`config.mk`:
```
export PLATFORM = sky130hd
export DESIGN_NAME = battery_status_flag_logic
export DESIGN_NICKNAME = d
export VERILOG_FILES = /design/src/hdl/battery_status_flag_logic.v
export VERILOG_INCLUDE_DIRS = /design/src /design/src/hdl
export SDC_FILE = /design/constraint.sdc
export NUM_CORES = 1
export LEC_CHECK = 0
export ABC_CLOCK_PERIOD_IN_PS = 6400
export BUFFER_PORTS_ARGS = -buffer_cell sky130_fd_sc_hd__buf_2
export CAP_MARGIN = 5
export CORE_ASPECT_RATIO = 2
export CORE_MARGIN = 1
export CORE_UTILIZATION = 45
export DETAILED_ROUTE_END_ITERATION = 10
export GPL_ROUTABILITY_DRIVEN = 0
export PLACE_DENSITY = 0.78
export SLEW_MARGIN = 10
export SYNTH_ARGS = -nofsm -noshare
export SYNTH_HDL_FRONTEND = slang
export SYNTH_SLANG_ARGS = --single-unit
```
`constraint.sdc`:
```
create_clock -name ref_clk -period 6.4 [get_ports ref_clk]
set_clock_uncertainty 0.05 [all_clocks]
set_input_delay 0.32 -clock ref_clk [delete_from_list [all_inputs] [get_ports ref_clk]]
set_output_delay 0.32 -clock ref_clk [all_outputs]
set_load 0.02 [all_outputs]
```
`src/hdl/battery_status_defines.vh`:
```
// Constants for the battery status flag and read-only function block
`ifndef BATTERY_STATUS_DEFINES_VH
`define BATTERY_STATUS_DEFINES_VH

// Function codes
`define FC_STATUS_WORD        8'h16
`define FC_CYCLE_COUNT        8'h17
`define FC_DESIGN_CAPACITY    8'h18
`define FC_DESIGN_VOLTAGE     8'h19
`define FC_SPEC_INFO          8'h1A
`define FC_DEFINED_LAST       8'h23
`define FC_RSVD_LO_FIRST      8'h1D
`define FC_RSVD_LO_LAST       8'h1F
`define FC_MFR_FIRST          8'h2F

// Status word bit positions
`define ST_OVER_CHARGED       15
`define ST_STOP_CHARGE        14
`define ST_OVER_TEMP          12
`define ST_STOP_DISCHARGE     11
`define ST_CAPACITY_ALARM     9
`define ST_TIME_ALARM         8
`define ST_CONFIG_LOADED      7
`define ST_DISCHARGING        6
`define ST_FULLY_CHARGED      5
`define ST_FULLY_DISCHARGED   4
`define ST_ERR_MSB            2
`define ST_ERR_LSB            0

// Error codes
`define ERR_OK                3'h0
`define ERR_BUSY              3'h1
`define ERR_RESERVED          3'h2
`define ERR_UNSUPPORTED       3'h3
`define ERR_WRITE_DENIED      3'h4
`define ERR_OVERFLOW          3'h5
`define ERR_WRONG_SIZE        3'h6
`define ERR_UNKNOWN           3'h7

// Specification word fields
`define SPEC_VER_LOW_LSB      0
`define SPEC_VER_HIGH_LSB     4
`define SPEC_VOLTAGE_SCALE_FIELD_LSB       8
`define SPEC_ISCALE_LSB       12

// Reset values
`define RST_WORD              16'h0000
`define RST_ERR               3'h0
`define CYCLE_MAX             16'hFFFF

// Timing
`define CLK_PERIOD_NS         5
`define FILTER_TICK_S         1
`define FILTER_SECONDS_PER    10
`define FULL_DISCH_CLEAR_PCT  7'h14
`define PERCENT_SCALE         7'h64

`endif

```
`src/hdl/battery_status_flag_logic.v`:
```
// Status word flags, error code and read-only information functions
`include "battery_status_defines.vh"

module battery_status_flag_logic #(
  parameter SEC_CYCLES = (`FILTER_TICK_S * 1000000000) / `CLK_PERIOD_NS,
  parameter CNT_W      = 28
) (
  // Clock and reset
  input  wire        ref_clk,
  input  wire        rst_n,
  // Function access, one request per pulse
  input  wire        func_req,
  input  wire        func_write,
  input  wire [7:0]  func_code,
  input  wire        func_busy,
  input  wire        func_overflow,
  output reg         func_ack,
  output reg  [15:0] func_rdata,
  // Gauge measurements, sampled on gauge_update; activity, filter and overcharge inputs also feed the idle clear
  input  wire        gauge_update,
  input  wire [15:0] pack_voltage,
  input  wire [15:0] end_discharge_level_zero,
  input  wire [15:0] end_discharge_level_two,
  input  wire        cell_undervoltage_flag,
  input  wire [15:0] remaining_capacity,
  input  wire [15:0] full_charge_capacity,
  input  wire [6:0]  battery_low_pct,
  input  wire [6:0]  relative_charge_pct,
  input  wire [6:0]  fully_charged_clear_pct,
  input  wire [15:0] capacity_alarm_level,
  input  wire [15:0] time_alarm_level,
  input  wire [15:0] mean_time_to_empty,
  input  wire [15:0] temperature,
  input  wire [15:0] max_temperature_limit,
  input  wire        overcharge_exceeded,
  input  wire        charge_param_bad,
  input  wire        primary_termination,
  input  wire        charge_activity,
  input  wire        discharge_activity,
  input  wire [7:0]  digital_filter,
  // Configuration load
  input  wire        config_load_ok,
  input  wire        config_load_bad,
  input  wire        capacity_units_sel,
  input  wire [15:0] nv_design_capacity_mah,
  input  wire [15:0] nv_design_capacity_mwh,
  input  wire [15:0] nv_design_voltage,
  input  wire [15:0] nv_spec_info,
  input  wire [15:0] nv_cycle_count,
  // Cycle counting and write-back
  input  wire        cycle_step,
  output reg         nv_cycle_write,
  output reg  [15:0] nv_cycle_data,
  // Live status word
  output reg  [15:0] status_word
);

  ////////////////////////////////////////////////////////////////////////////
  // Function code classes
  function [1:0] code_class;
    input [7:0] code;
    begin
      if (code >= `FC_STATUS_WORD && code <= `FC_SPEC_INFO)
        code_class = 2'd0;
      else if (code >= `FC_RSVD_LO_FIRST && code <= `FC_RSVD_LO_LAST)
        code_class = 2'd2;
      // Past the defined range everything reads as reserved
      else if (code <= `FC_DEFINED_LAST)
        code_class = 2'd1;
      else
        code_class = 2'd2;
    end
  endfunction

  // Classes returned by code_class
  localparam CLS_HERE     = 2'd0;
  localparam CLS_DEFINED  = 2'd1;
  localparam CLS_RESERVED = 2'd2;

  ////////////////////////////////////////////////////////////////////////////
  // Flag state
  reg        over_charged_alarm;
  reg        stop_charge_alarm_flag;
  reg        over_temp_alarm;
  reg        stop_discharge_alarm_flag;
  reg        capacity_alarm;
  reg        time_alarm;
  reg        config_loaded_flag;
  reg        discharging_flag;
  reg        fully_charged_flag;
  reg        fully_discharged_flag;
  reg [2:0]  error_code;
  reg [15:0] cycle_count;
  // Previous samples tell a charge-driven rise from a level change
  reg [15:0] prev_capacity;
  reg [15:0] prev_time;
  reg [15:0] design_capacity;
  reg [15:0] design_voltage;
  reg [15:0] spec_word;

  // One-second tick and idle time
  reg [CNT_W-1:0] sec_div;
  reg             sec_tick;
  reg [11:0]      idle_seconds;

  // Ten seconds per filter step; 2550 at most, twelve bits hold it
  wire [31:0] filter_product = digital_filter * `FILTER_SECONDS_PER;
  wire [11:0] filter_limit   = filter_product[11:0];
  wire        any_activity = charge_activity | discharge_activity;
  wire        idle_expired = (idle_seconds >= filter_limit);
  wire        charging     = charge_activity & ~discharge_activity;

  // Low-capacity test scaled to avoid a divider
  wire [22:0] cap_scaled   = remaining_capacity * `PERCENT_SCALE;
  wire [22:0] cap_low_mark = full_charge_capacity * battery_low_pct;

  ////////////////////////////////////////////////////////////////////////////
  // Seconds divider and idle timer
  // Sim runs shorten the second through SEC_CYCLES
  always @(posedge ref_clk)
  begin
    if (!rst_n)
    begin
      sec_div      <= {CNT_W{1'b0}};
      sec_tick     <= 1'b0;
      idle_seconds <= 12'h000;
    end
    else
    begin
      sec_tick <= 1'b0;
      if (sec_div == SEC_CYCLES - 1)
      begin
        sec_div  <= {CNT_W{1'b0}};
        sec_tick <= 1'b1;
      end
      else
        sec_div <= sec_div + 1'b1;
      // Any activity restarts the idle count
      if (any_activity)
        idle_seconds <= 12'h000;
      else if (sec_tick && !idle_expired)
        idle_seconds <= idle_seconds + 12'h001;
    end
  end

  ////////////////////////////////////////////////////////////////////////////
  // Alarm and status flags
  always @(posedge ref_clk)
  begin
    if (!rst_n)
    begin
      over_charged_alarm        <= 1'b0;
      stop_charge_alarm_flag    <= 1'b0;
      over_temp_alarm           <= 1'b0;
      stop_discharge_alarm_flag <= 1'b0;
      capacity_alarm            <= 1'b0;
      time_alarm                <= 1'b0;
      discharging_flag          <= 1'b0;
      fully_charged_flag        <= 1'b0;
      fully_discharged_flag     <= 1'b0;
      prev_capacity             <= `RST_WORD;
      prev_time                 <= `RST_WORD;
    end
    else
    begin
      // Idle clear runs between updates so the timeout is not update-bound
      if (over_charged_alarm && !overcharge_exceeded
          && !any_activity && idle_expired)
        over_charged_alarm <= 1'b0;
      if (gauge_update)
      begin
        prev_capacity <= remaining_capacity;
        prev_time     <= mean_time_to_empty;
        // Set wins over clear on every flag
        if (overcharge_exceeded && charging)
          over_charged_alarm <= 1'b1;
        else if (discharge_activity)
          over_charged_alarm <= 1'b0;
        if (charging && (charge_param_bad || primary_termination))
          stop_charge_alarm_flag <= 1'b1;
        else
          stop_charge_alarm_flag <= 1'b0;
        over_temp_alarm <= (temperature >= max_temperature_limit);
        if (pack_voltage <= end_discharge_level_zero || cell_undervoltage_flag
            || remaining_capacity == 16'h0000)
          stop_discharge_alarm_flag <= 1'b1;
        else
          stop_discharge_alarm_flag <= 1'b0;
        // Equal to the level leaves the alarm as it stands, unless charging with capacity above the previous sample
        if (remaining_capacity < capacity_alarm_level)
          capacity_alarm <= 1'b1;
        else if (capacity_alarm_level < remaining_capacity
                 || (charging && remaining_capacity > prev_capacity))
          capacity_alarm <= 1'b0;
        if (mean_time_to_empty < time_alarm_level)
          time_alarm <= 1'b1;
        else if (time_alarm_level < mean_time_to_empty
                 || (charging && mean_time_to_empty > prev_time))
          time_alarm <= 1'b0;
        discharging_flag <= ~charging;
        if (primary_termination || overcharge_exceeded)
          fully_charged_flag <= 1'b1;
        else if (relative_charge_pct <= fully_charged_clear_pct)
          fully_charged_flag <= 1'b0;
        if (pack_voltage <= end_discharge_level_two || cap_scaled < cap_low_mark)
          fully_discharged_flag <= 1'b1;
        else if (relative_charge_pct >= `FULL_DISCH_CLEAR_PCT)
          fully_discharged_flag <= 1'b0;
      end
    end
  end

  ////////////////////////////////////////////////////////////////////////////
  // Configuration copies and loaded flag
  always @(posedge ref_clk)
  begin
    if (!rst_n)
    begin
      config_loaded_flag <= 1'b0;
      design_capacity    <= `RST_WORD;
      design_voltage     <= `RST_WORD;
      spec_word          <= `RST_WORD;
    end
    else
    begin
      if (config_load_ok)
      begin
        config_loaded_flag <= 1'b1;
        design_voltage     <= nv_design_voltage;
        spec_word          <= nv_spec_info;
      end
      // A bad load keeps the last good voltage and spec copies
      else if (config_load_bad)
        config_loaded_flag <= 1'b0;
      // Units follow the live select bit
      design_capacity <= capacity_units_sel ? nv_design_capacity_mwh
                                            : nv_design_capacity_mah;
    end
  end

  ////////////////////////////////////////////////////////////////////////////
  // Cycle counter with saturation and write-back
  always @(posedge ref_clk)
  begin
    if (!rst_n)
    begin
      cycle_count    <= `RST_WORD;
      nv_cycle_write <= 1'b0;
      nv_cycle_data  <= `RST_WORD;
    end
    else
    begin
      nv_cycle_write <= 1'b0;
      // A load in the same cycle as a step wins
      if (config_load_ok)
        cycle_count <= nv_cycle_count;
      // At the ceiling nothing is written; the copy already holds it
      else if (cycle_step && cycle_count != `CYCLE_MAX)
      begin
        cycle_count    <= cycle_count + 16'h0001;
        nv_cycle_write <= 1'b1;
        nv_cycle_data  <= cycle_count + 16'h0001;
      end
    end
  end

  ////////////////////////////////////////////////////////////////////////////
  // Function access and error code
  // Busy answers carry no data so a retry reads fresh values
  reg [15:0] next_rdata;
  reg [2:0]  next_error;

  always @*
  begin
    next_rdata = `RST_WORD;
    next_error = `ERR_OK;
    case (code_class(func_code))
      CLS_HERE:
      begin
        if (func_write)
          next_error = `ERR_WRITE_DENIED;
        case (func_code)
          `FC_STATUS_WORD:     next_rdata = status_word;
          `FC_CYCLE_COUNT:     next_rdata = cycle_count;
          `FC_DESIGN_CAPACITY: next_rdata = design_capacity;
          `FC_DESIGN_VOLTAGE:  next_rdata = design_voltage;
          `FC_SPEC_INFO:       next_rdata = spec_word;
          default:             next_rdata = `RST_WORD;
        endcase
      end
      CLS_DEFINED:  next_error = `ERR_UNSUPPORTED;
      CLS_RESERVED: next_error = `ERR_RESERVED;
      default:      next_error = `ERR_UNKNOWN;
    endcase
    // Overflow and busy outrank the decode result
    if (func_overflow)
      next_error = `ERR_OVERFLOW;
    if (func_busy)
    begin
      next_error = `ERR_BUSY;
      next_rdata = `RST_WORD;
    end
  end

  always @(posedge ref_clk)
  begin
    if (!rst_n)
    begin
      func_ack   <= 1'b0;
      func_rdata <= `RST_WORD;
      error_code <= `RST_ERR;
    end
    else
    begin
      // Writes return no data; the error code stands until the next request
      func_ack <= func_req;
      if (func_req)
      begin
        func_rdata <= func_write ? `RST_WORD : next_rdata;
        error_code <= next_error;
      end
    end
  end

  ////////////////////////////////////////////////////////////////////////////
  // Status word packing, reserved bits read zero
  // Registered so every output bit comes straight from a flop
  always @(posedge ref_clk)
  begin
    if (!rst_n)
      status_word <= `RST_WORD;
    else
    begin
      status_word                      <= `RST_WORD;
      status_word[`ST_OVER_CHARGED]    <= over_charged_alarm;
      status_word[`ST_STOP_CHARGE]     <= stop_charge_alarm_flag;
      status_word[`ST_OVER_TEMP]       <= over_temp_alarm;
      status_word[`ST_STOP_DISCHARGE]  <= stop_discharge_alarm_flag;
      status_word[`ST_CAPACITY_ALARM]  <= capacity_alarm;
      status_word[`ST_TIME_ALARM]      <= time_alarm;
      status_word[`ST_CONFIG_LOADED]   <= config_loaded_flag;
      status_word[`ST_DISCHARGING]     <= discharging_flag;
      status_word[`ST_FULLY_CHARGED]   <= fully_charged_flag;
      status_word[`ST_FULLY_DISCHARGED] <= fully_discharged_flag;
      status_word[`ST_ERR_MSB:`ST_ERR_LSB] <= error_code;
    end
  end

endmodule // battery_status_flag_logic

```
* Word-level counts from Yosys, hierarchy flattened
Cells that the tools add are included.
** Operators by class
- Add/subtract/negate cells :: 3
- Multiply operators :: 3
- Divide/modulo/power cells :: 0
- $lt $le $gt $ge :: 18
- Eq/ne operators :: 9
- Shift-type cells :: 0
- Mux-type cells :: 32
- Bitwise logic cells :: 6
- Reduce and logical (&&, ||, !) cells :: 37
** Operator list (count)
- 16-bit two-way mux :: 6
- 16-bit one-hot mux with 5 select lines :: 1
- 16-bit less-than comparator :: 4
- 8-bit by 5-bit == test with 1-bit output (second input constant) :: 5
- 16-bit > comparator :: 2
- 16-bit less-or-equal comparator :: 2
- 28-bit by 1-bit adder with 28-bit output (second input constant) :: 1
- 28-bit == test (second input constant) :: 1
- 23-bit less-than comparator :: 1
- 16-bit by 7-bit multiplier with 23-bit output :: 1
- 16-bit by 5-bit multiplier with 21-bit output (second input constant) :: 1
- 1-bit two-way mux :: 18
- 16-bit by 1-bit adder with 16-bit output (second input constant) :: 1
- 16-bit >= comparator :: 1
- 8-bit by 5-bit >= comparator with 1-bit output (second input constant) :: 2
- 8-bit by 5-bit less-or-equal comparator with 1-bit output (second input constant) :: 2
- 16-bit zero test :: 1
- 16-bit != test (second input constant) :: 1
- 12-bit by 1-bit adder with 12-bit output (second input constant) :: 1
- 12-bit >= comparator :: 1
- 2-bit nonzero test :: 6
- 1-bit logical AND :: 11
- 8-bit by 3-bit multiplier with 11-bit output (second input constant) :: 1
- 2-bit AND reduction :: 5
- other kinds (15) :: 32
** Word-level totals
- Register bits after elaboration :: 200
- Bits in latches :: 0
- Memory bits (writable) :: 0
- ROM bits :: 0
- Output and inout port bits :: 50
- Word-level logic and storage cells :: 134
- Memories kept :: 0

* Logic depth before layout (Yosys ltp)
Gate-level depths: netlist of the first run.
- Depth in word-level cells :: 8
- Gate-level depth with buffers :: 24

* Worst setup path before layout of the first run
OpenSTA, ideal clock, no wires.
- Kind :: input -> register
- From :: input port battery_low_pct[6]
- To :: register fully_discharged_flag
- Library setup time :: 0.126 ns
- Arrival time :: 5.187 ns
- Data required time :: 6.224 ns
- Setup slack :: 1.037 ns
- Stages on the path :: 21
- Buffers on the path :: 1
- Cell sequence :: clkbuf_1 and2_1 fa_1 fa_1 fa_1 inv_1 fa_1 inv_1 ha_1 a21oi_1 nand2_1 o211ai_1 o211ai_1 a221o_1 a21oi_1 xnor2_1 ha_1 nand4_1 a211o_1 a31oi_1 o22ai_1
** Between the ends
- Word-level cells in the longest chain between the ends :: 5
- Elaborated cells on any way between the ends :: 6
- Classes of those cells :: mul: 1; order compare: 1; mux: 1; reduce/logical: 3
** RTL lines
- from (decl) :: line battery_status_flag_logic.v:27 : input wire [6:0] battery_low_pct,
- 16-bit by 7-bit multiplier with 23-bit output (*) :: line battery_status_flag_logic.v:115 : wire [22:0] cap_low_mark = full_charge_capacity * battery_low_pct;
- 23-bit less-than comparator (*) :: line battery_status_flag_logic.v:205 : if (pack_voltage <= end_discharge_level_two || cap_scaled < cap_low_mark)
- 1-bit logical OR (*) :: line battery_status_flag_logic.v:205
- 2-bit nonzero test (no line)
- 2-bit AND reduction (no line)
- to (signal assigned) :: line battery_status_flag_logic.v:160 : fully_discharged_flag <= 1'b0;
- to (signal assigned) :: line battery_status_flag_logic.v:206 : fully_discharged_flag <= 1'b1;
- to (signal assigned) :: line battery_status_flag_logic.v:208 : fully_discharged_flag <= 1'b0;
- to (decl) :: line battery_status_flag_logic.v:91 : reg fully_discharged_flag;
Every way passes the cells marked *; elsewhere a longest branch is shown, timed or not.
A chain may end at the register's enable or synchronous reset.

* Worst setup path after layout of the first run
- From :: input port battery_low_pct[5]
- To :: register fully_discharged_flag
The elaborated chain is that of the path after synthesis.

==> results of run 1 <==
cell usage after synthesis, drive strengths merged, types with 14 or more instances:
library cell  instances
a21oi               106
nor2                 92
dfxtp               197
mux2i                82
nand2               136
and2                 95
a22oi                23
nor2b               108
a22o                 14
o21ai                73
nand3                43
and3                 22
xnor2                46
a31oi                14
xor2                 44
inv                 258
clkbuf               48
fa                   81
nand2b               20
nand4                30
ha                  270
a21o                 42
o211a                16
kinds of logic (layout without fill, tap and decap cells):
| kind of cell | after synthesis | in the layout |
|---|---|---|
| DFF | 197 | 197 |
| AOI/OAI and AO/OA | 368 | 368 |
| adders and majority gates | 351 | 351 |
| other | 1 | 6 |
| muxes | 82 | 82 |
| xor gates and xnor gates | 90 | 90 |
| buffers and inverters | 318 | 641 |
| and+or+nand+nor | 598 | 598 |
cells in the final DEF, fill, tap and decap left out, types with 22 or more instances in the layout:
| master | Yosys | final |
|---|---|---|
| sky130_fd_sc_hd__a21o_1 | 42 | 42 |
| sky130_fd_sc_hd__a21oi_1 | 105 | 105 |
| sky130_fd_sc_hd__a22oi_1 | 23 | 23 |
| sky130_fd_sc_hd__and2_1 | 95 | 95 |
| sky130_fd_sc_hd__and3_1 | 22 | 22 |
| sky130_fd_sc_hd__buf_2 | 4 | 339 |
| sky130_fd_sc_hd__dfxtp_1 | 197 | 197 |
| sky130_fd_sc_hd__fa_1 | 81 | 81 |
| sky130_fd_sc_hd__ha_1 | 270 | 270 |
| sky130_fd_sc_hd__inv_1 | 258 | 258 |
| sky130_fd_sc_hd__mux2i_1 | 82 | 82 |
| sky130_fd_sc_hd__nand2_1 | 136 | 136 |
| sky130_fd_sc_hd__nand3_1 | 43 | 43 |
| sky130_fd_sc_hd__nand4_1 | 30 | 30 |
| sky130_fd_sc_hd__nor2_1 | 92 | 91 |
| sky130_fd_sc_hd__nor2b_1 | 108 | 108 |
| sky130_fd_sc_hd__o21ai_0 | 72 | 72 |
| sky130_fd_sc_hd__xnor2_1 | 46 | 46 |
| sky130_fd_sc_hd__xor2_1 | 44 | 44 |
registers in the layout (all words and copies together) (netlist names), 13 cells and up:
| signal | cells |
|---|---|
| sec_div | 28 |
| design_capacity | 16 |
| design_voltage | 16 |
| prev_capacity | 16 |
| func_rdata | 16 |
| nv_cycle_data | 16 |
| spec_word | 16 |
| prev_time | 16 |
| status_word | 13 |
| cycle_count | 16 |
power groups by stage:
stage | clock [W] | combinational, W | sequential, W
finish | 0.00116 | 0.00241 | 0.00134
global route | 0.00123 | 0.00274 | 0.00135
CTS | 0.00117 | 0.00240 | 0.00134
global placement | 0 | 0.00226 | 0.00137
detailed placement | 0 | 0.00238 | 0.00137
floorplan | 0 | 0.00174 | 0.00136
critical path: stages:
cell                       delay [ps]
sky130_fd_sc_hd__buf_2            250
sky130_fd_sc_hd__and2_1           210
sky130_fd_sc_hd__fa_1             450
sky130_fd_sc_hd__fa_1             520
sky130_fd_sc_hd__fa_1             540
sky130_fd_sc_hd__inv_1             50
sky130_fd_sc_hd__fa_1             530
sky130_fd_sc_hd__inv_1             40
sky130_fd_sc_hd__ha_1             380
sky130_fd_sc_hd__a21oi_1          260
sky130_fd_sc_hd__nand2_1           90
sky130_fd_sc_hd__o211ai_1         360
sky130_fd_sc_hd__o211ai_1         240
sky130_fd_sc_hd__a221o_1          330
sky130_fd_sc_hd__a21oi_1          180
sky130_fd_sc_hd__xnor2_1          100
sky130_fd_sc_hd__ha_1             300
sky130_fd_sc_hd__nand4_1          120
sky130_fd_sc_hd__a211o_1          230
sky130_fd_sc_hd__a31oi_1          140
sky130_fd_sc_hd__o22ai_1           90
metal layers:
metal  track usage, %  up-vias  wire (um)
met5                0        -         36
met3             7.16      228       3830
met4             21.3        6       4260
li1                 -     7455          -
met2             51.5      587      27600
met1             22.9     7434      17100
final cells by class:
type	count	area [um2]
multi-input cells	1492	12200
inverters	258	968
repair buffers	351	1790
fillers	3453	17800
clock buffers	17	425
well taps	463	579
flip-flops and latches	197	3940
diodes	3	7.51
clock inverters	15	229
how the worst min path moves through the flow:
stage | to | startpoint | slack [ps]
after global placement | status_word[12] | over_temp_alarm | 380
after CTS | spec_word[15] | nv_spec_info[15] | 50
after floorplan | error_code[0] | func_req | 370
after global routing | design_voltage[5] | nv_design_voltage[5] | 60
final | spec_word[15] | nv_spec_info[15] | 50
after detailed placement | status_word[0] | error_code[0] | 390
metrics by stage:
step | total power, W | setup slack [ps] | instance area [um2] | hold WS, ps | utilization, %
detailed placement | 0.00375 | 437 | 19500 | 391 | 51.4
global placement | 0.00362 | 611 | 19500 | 382 | 51.4
floorplan | 0.00309 | 1040 | 17300 | 371 | -
CTS | 0.00491 | 930 | 20100 | 48.0 | 53.1
global route | 0.00532 | 563 | 20100 | 57.5 | 53.1
finish | 0.00491 | 924 | 20100 | 51.6 | 53.1
==> flow_summary_export.csv, run 1 <==
group,metric,value,unit
outcome,status,"finished, final reports clean",
clocking,cts_buffers,17,
yosys,post_synth.cell_area_avg,8.65,um2
die,start_util,45.7,%
power_and_ir_drop,switching_share,41.2,%
route,routed-via-count,15700,
clocking,cts_max_level,4,
critical_path,setup.reg_to_reg.worst_slack,3510,ps
yosys,synth_top_family_by_area,"adder cells",
sta,timing_hold_violations_final,0,
sta,totalNegativeSetupSlack,0,ps
sta,timing_max_transition_violations_final,0,
yosys,synth_seq_cells,197,
route,route.antenna.remaining_nets,0,
yosys,muxShareOfSynthArea,4.73,%
power_and_ir_drop,power_leakage,10.3,nW
sta,relSlewSlack,31.7,%
final_layout,area_growth_syn_to_layout,16.2,%
route,route.detailed.wl_per_inst,18.9,um
critical_path,r2r_start,"cycle_count[0]",
yosys,synth_async_sr_flop_share,0,%
route,avgViaCountPerCell,5.62,
placement,port_buffers,340,
sta,max_freq,183,MHz
sta,timing.final.crit_period,5480,ps
yosys,synth-edff-count,0,
route,drt_iter0_drc,773,
sta,max_slew.worst_pin.slew,1020,ps
die,dieWidth,141,um
power_and_ir_drop,power.density,244,nW/um2
die,die_y,280,um
clocking,worst_skew_pair.late_latency,470,ps
die,boundaryPins,344,
placement,post-dp-hpwl,42700,um
die,die_area,39400,um2
power_and_ir_drop,intPower,0.00289,W
route,wl,52800,um
sta,grt_setup_unrepaired,"no",
grt,grt.overflow.total,0,
critical_path,critical_path.reg2reg.endpoint,"nv_cycle_data[15]",
yosys,synthDistinctLibCells,60,
critical_path,cp-endpoint,"fully_discharged_flag",
final_layout,post_route_cells_drive_above_1_share,16.8,%
critical_path,timing.critical_path.fanout_max,16,
clocking,clock_tree.root_cell,"sky130_fd_sc_hd__clkbuf_16",
yosys,netlist_area,17300,um2
grt,grt_pass1_vias,16400,
yosys,largest_area_contributor_in_the_synthesized_netlist,"sky130_fd_sc_hd__dfxtp_1",
grt,antenna_found_initial,7,
power_and_ir_drop,total_switching_power,0.00202,W
clocking,clock-sinks,197,
route,drtPass1Iterations,7,
min_path,worst_hold_path.num_cells,3,
sta,setup_viol_count_final,0,
power_and_ir_drop,ir_drop,250,uV
grt,grt_pass1_wl,81400,um
die,core_area,37900,um2
critical_path,worstPathArrival,5760,ps
yosys,synth-seq-area-share,22.7,%
critical_path,capturing_element_type_of_the_critical_path,"flop",
grt,largest_net_degree_at_the_start_of_global_routing,71,
yosys,synth_fa_ha_area_share,28.8,%
power_and_ir_drop,clkPwrFrac,23.6,%
yosys,synth_xor_area_share,4.55,%
critical_path,worstPathRequired,6680,ps
yosys,yosys_warnings,0,
final_layout,fin_cells,2796,
flow_run,cap_violations,0,
yosys,yosys.area_share.simple,18.1,%
critical_path,criticalPathCategory,"input port to flop",
power_and_ir_drop,p_comb_share,49.0,%
clocking,clk_transition_reported_paths,90,ps
critical_path,launching_element_of_the_worst_setup_path,"battery_low_pct[5]",
clocking,ctsResizeCount,0,
yosys,dominantRegCellSynth,"sky130_fd_sc_hd__dfxtp_1",
placement,dp_cells,2761,
power_and_ir_drop,sequentialPowerShare,27.4,%
grt,globalRouteTotalUtil,26.9,%
yosys,post_synth_main_area_contributors,"sky130_fd_sc_hd__dfxtp_1, sky130_fd_sc_hd__ha_1, sky130_fd_sc_hd__fa_1",
clocking,tritoncts,"done",
sta,timing.final.crit_share,85.6,%
min_path,holdCritPathClass,"input port to flop",
die,fp-row-count,101,
final_layout,nNetsFinal,2962,
clocking,cts-hold-fix-buffers,0,
critical_path,reg2regPathDepth,9,
route,drt_drc_violations_left,0,
critical_path,crit_path_start_kind,"input port",
yosys,synthesized_area_fraction_occupied_by_ao_oa_aoi_and_oai_cells,14.0,%
clocking,cts_max_path_buffers,2,
clocking,cts_setup_buffers,0,
yosys,post_synth_inst_count,2005,
yosys,synth_top_cell_area_share,22.7,%
(Power assumes the default switching activity.)
==> run 2: changes to the inputs <==
--- a/config.mk
+++ b/config.mk
@@ -6,7 +6,8 @@
 export SDC_FILE = /design/constraint.sdc
 export NUM_CORES = 1
 export LEC_CHECK = 0
-export ABC_CLOCK_PERIOD_IN_PS = 6400
+export ABC_AREA = 1
+export ABC_CLOCK_PERIOD_IN_PS = 6300
 export BUFFER_PORTS_ARGS = -buffer_cell sky130_fd_sc_hd__buf_2
 export CAP_MARGIN = 5
 export CORE_ASPECT_RATIO = 2
==> constraint.sdc (replaced) <==
create_clock -name ref_clk -period 6.3 [get_ports ref_clk]
set_clock_uncertainty 0.05 [all_clocks]
set_input_delay 0.315 -clock ref_clk [delete_from_list [all_inputs] [get_ports ref_clk]]
set_output_delay 0.315 -clock ref_clk [all_outputs]
set_load 0.02 [all_outputs]
==> run 2 against run 1 <==
First-iteration DRC count grew 7.6%. Die area up 6.3%. Non-clock buffer count fell by 4. Sequential share of layout area down 0.94 points. Critical path type unchanged. Largest power group unchanged.
==> flow_summary_export.csv, run 2 <==
group,metric,value,unit
yosys,synth_most_common_cell,"sky130_fd_sc_hd__nand2_1",
grt,grt_pass1_vias,18400,
yosys,netlist_area,18500,um2
grt,globalRouteTotalUtil,27.3,%
clocking,clk_transition_reported_paths,90,ps
final_layout,commonest_non_fill_non_tap_cells_in_the_layout,"sky130_fd_sc_hd__nand2_1, sky130_fd_sc_hd__inv_1, sky130_fd_sc_hd__buf_2, sky130_fd_sc_hd__ha_1, sky130_fd_sc_hd__nor2_1",
sta,timing_max_transition_violations_final,0,
flow_run,cap_violations,0,
sta,timing_hold_violations_final,0,
clocking,clock-sinks,197,
yosys,synth-edff-count,0,
critical_path,criticalPathCategory,"input port to flop",
clocking,cts_max_path_buffers,2,
route,route.antenna.remaining_nets,0,
die,die_area,41900,um2
die,dieWidth,145,um
critical_path,timing.critical_path.fanout_max,16,
sta,grt_setup_unrepaired,"no",
route,routed-via-count,18300,
sta,finalHoldWorstSlack,20.6,ps
sta,max_slew.worst_pin.slew,932,ps
final_layout,area_growth_syn_to_layout,14.7,%
final_layout,nNetsFinal,3630,
clocking,tritoncts,"done",
power_and_ir_drop,power_leakage,11.6,nW
yosys,post_synth_main_area_contributors,"sky130_fd_sc_hd__dfxtp_1, sky130_fd_sc_hd__ha_1, sky130_fd_sc_hd__nand2_1",
die,core_area,40300,um2
outcome,status,"finished, final reports clean",
placement,post-dp-hpwl,46800,um
grt,grt_pass1_wl,90000,um
die,die_y,288,um
clocking,cts_buffers,17,
critical_path,worstPathArrival,5580,ps
yosys,largest_area_contributor_in_the_synthesized_netlist,"sky130_fd_sc_hd__dfxtp_1",
yosys,synth-seq-area-share,21.4,%
sta,timing.final.crit_period,5280,ps
die,start_util,45.7,%
grt,antenna_found_initial,12,
final_layout,post_route_cells_drive_above_1_share,13.7,%
sta,totalNegativeSetupSlack,0,ps
critical_path,crit_path_frequent_cell,"sky130_fd_sc_hd__nand2_1",
grt,grt.overflow.total,0,
yosys,synthDistinctLibCells,46,
critical_path,critical_path.n_buffers_inverters,6,
sta,final_worst_setup_slack,1020,ps
route,drt_drc_violations_left,0,
yosys,synth_top_cell_area_share,21.4,%
yosys,post_synth_inst_count,2694,
final_layout,number_of_flip_flops_in_the_largest_register,28,
placement,dp_cells,3495,
critical_path,cpMaxStageDelayCell,"sky130_fd_sc_hd__fa_1",
power_and_ir_drop,ir_drop,189,uV
min_path,holdCritPathClass,"input port to flop",
clocking,cts_max_level,4,
critical_path,capturing_element_type_of_the_critical_path,"flop",
clocking,ctsResizeCount,0,
critical_path,launching_element_of_the_worst_setup_path,"battery_low_pct[6]",
sta,relSlewSlack,37.6,%
yosys,synth_async_sr_flop_share,0,%
sta,max_freq,189,MHz
final_layout,fin_cells,3534,
yosys,synth_seq_cells,197,
placement,port_buffers,340,
die,fp-row-count,104,
clocking,worst_skew_pair.late_latency,450,ps
sta,setup_viol_count_final,0,
final_layout,layout.cells.most_common,"sky130_fd_sc_hd__nand2_1",
yosys,yosys_warnings,0,
critical_path,critical_path.max_stage_delay,530,ps
power_and_ir_drop,power.density,240,nW/um2
yosys,ys_top_cells_by_count,"sky130_fd_sc_hd__nand2_1, sky130_fd_sc_hd__inv_1, sky130_fd_sc_hd__ha_1",
route,drt_iter0_drc,832,
yosys,post_synth.cell_area_avg,6.85,um2
critical_path,worstPathRequired,6610,ps
critical_path,critical-path-top-delay-family,"adder cells",
route,drtPass1Iterations,8,
min_path,worstHoldStart,"nv_design_voltage[1]",
sta,timing.final.crit_share,83.8,%
critical_path,r2r_start,"idle_seconds[9]",
clocking,clock_tree.root_cell,"sky130_fd_sc_hd__clkbuf_16",
die,boundaryPins,344,
yosys,dominantRegCellSynth,"sky130_fd_sc_hd__dfxtp_1",
final_layout,top_register,"sec_div",
grt,largest_net_degree_at_the_start_of_global_routing,79,
route,route.detailed.wl_per_inst,16.0,um
critical_path,crit_path_start_kind,"input port",
route,avgViaCountPerCell,5.17,
placement,place_ws,675,ps
route,wl,56400,um
[run 2: final cells by class]
| cell class | count | area (um2) |
|---|---|---|
| inverters | 487 | 1830 |
| flip-flops and latches | 197 | 3940 |
| diodes | 6 | 15.0 |
| fillers | 4041 | 19200 |
| well taps | 530 | 663 |
| clock inverters | 15 | 205 |
| multi-input cells | 1935 | 12300 |
| repair buffers | 347 | 1760 |
| clock buffers | 17 | 425 |
[run 2: routing by layer]
metal	vias up	global-route usage (%)	share of wire (%)
met3	203	4.47	5.3
met2	616	53.4	53
li1	9143	-	-
met1	8302	25.5	34
met5	-	0	0.090
met4	8	19.0	7.1
[run 2: worst min-delay path: cells and delay by family]
kind / cells / cell delay [ps]
buf+inv: 1 / 70
simple gates: 2 / 110
[run 2: report_power, final]
part | leakage, nW | internal (W) | total [W] | switching (W)
logic | 9.64 | 0.000981 | 0.00258 | 0.00160
clock network | 0.307 | 0.000559 | 0.00116 | 0.000606
registers | 1.62 | 0.00130 | 0.00134 | 0.0000344
[run 2: what timing repair did]
item	CTS	global route
buffers inserted	0	0
hold endpoints to repair	1	0
hold buffers	1	0
[run 2: worst paths after layout]
| path | cells after the start | endpoint | slack [ps] |
|---|---|---|---|
| setup / recovery | 27 | fully_discharged_flag | 1020 |
| setup reg to reg | 9 | idle_seconds[0] | 3510 |
| hold reg to reg | 2 | status_word[9] | 370 |
| hold / removal | 3 | design_voltage[1] | 20 |
[run 2: stage by stage]
stage | utilization (%) | cell area [um2] | power [W]
2_1_floorplan | - | 18500 | 0.00322
3_3_place_gp | 50.9 | 20500 | 0.00384
3_5_place_dp | 50.9 | 20500 | 0.00390
4_1_cts | 52.4 | 21200 | 0.00507
5_1_grt | 52.5 | 21200 | 0.00552
6_report | 52.5 | 21200 | 0.00508
[run 2: kinds of logic after synthesis]
family	Yosys count	synth area share, %
XOR/XNOR	55	2.61
buffers and inverters	564	11.8
AND/OR/NAND/NOR	1111	25.3
flip-flops	197	21.4
AO/OA/AOI/OAI	415	11.8
adder cells (fa/ha/maj)	351	27.1
other	1	0.0203
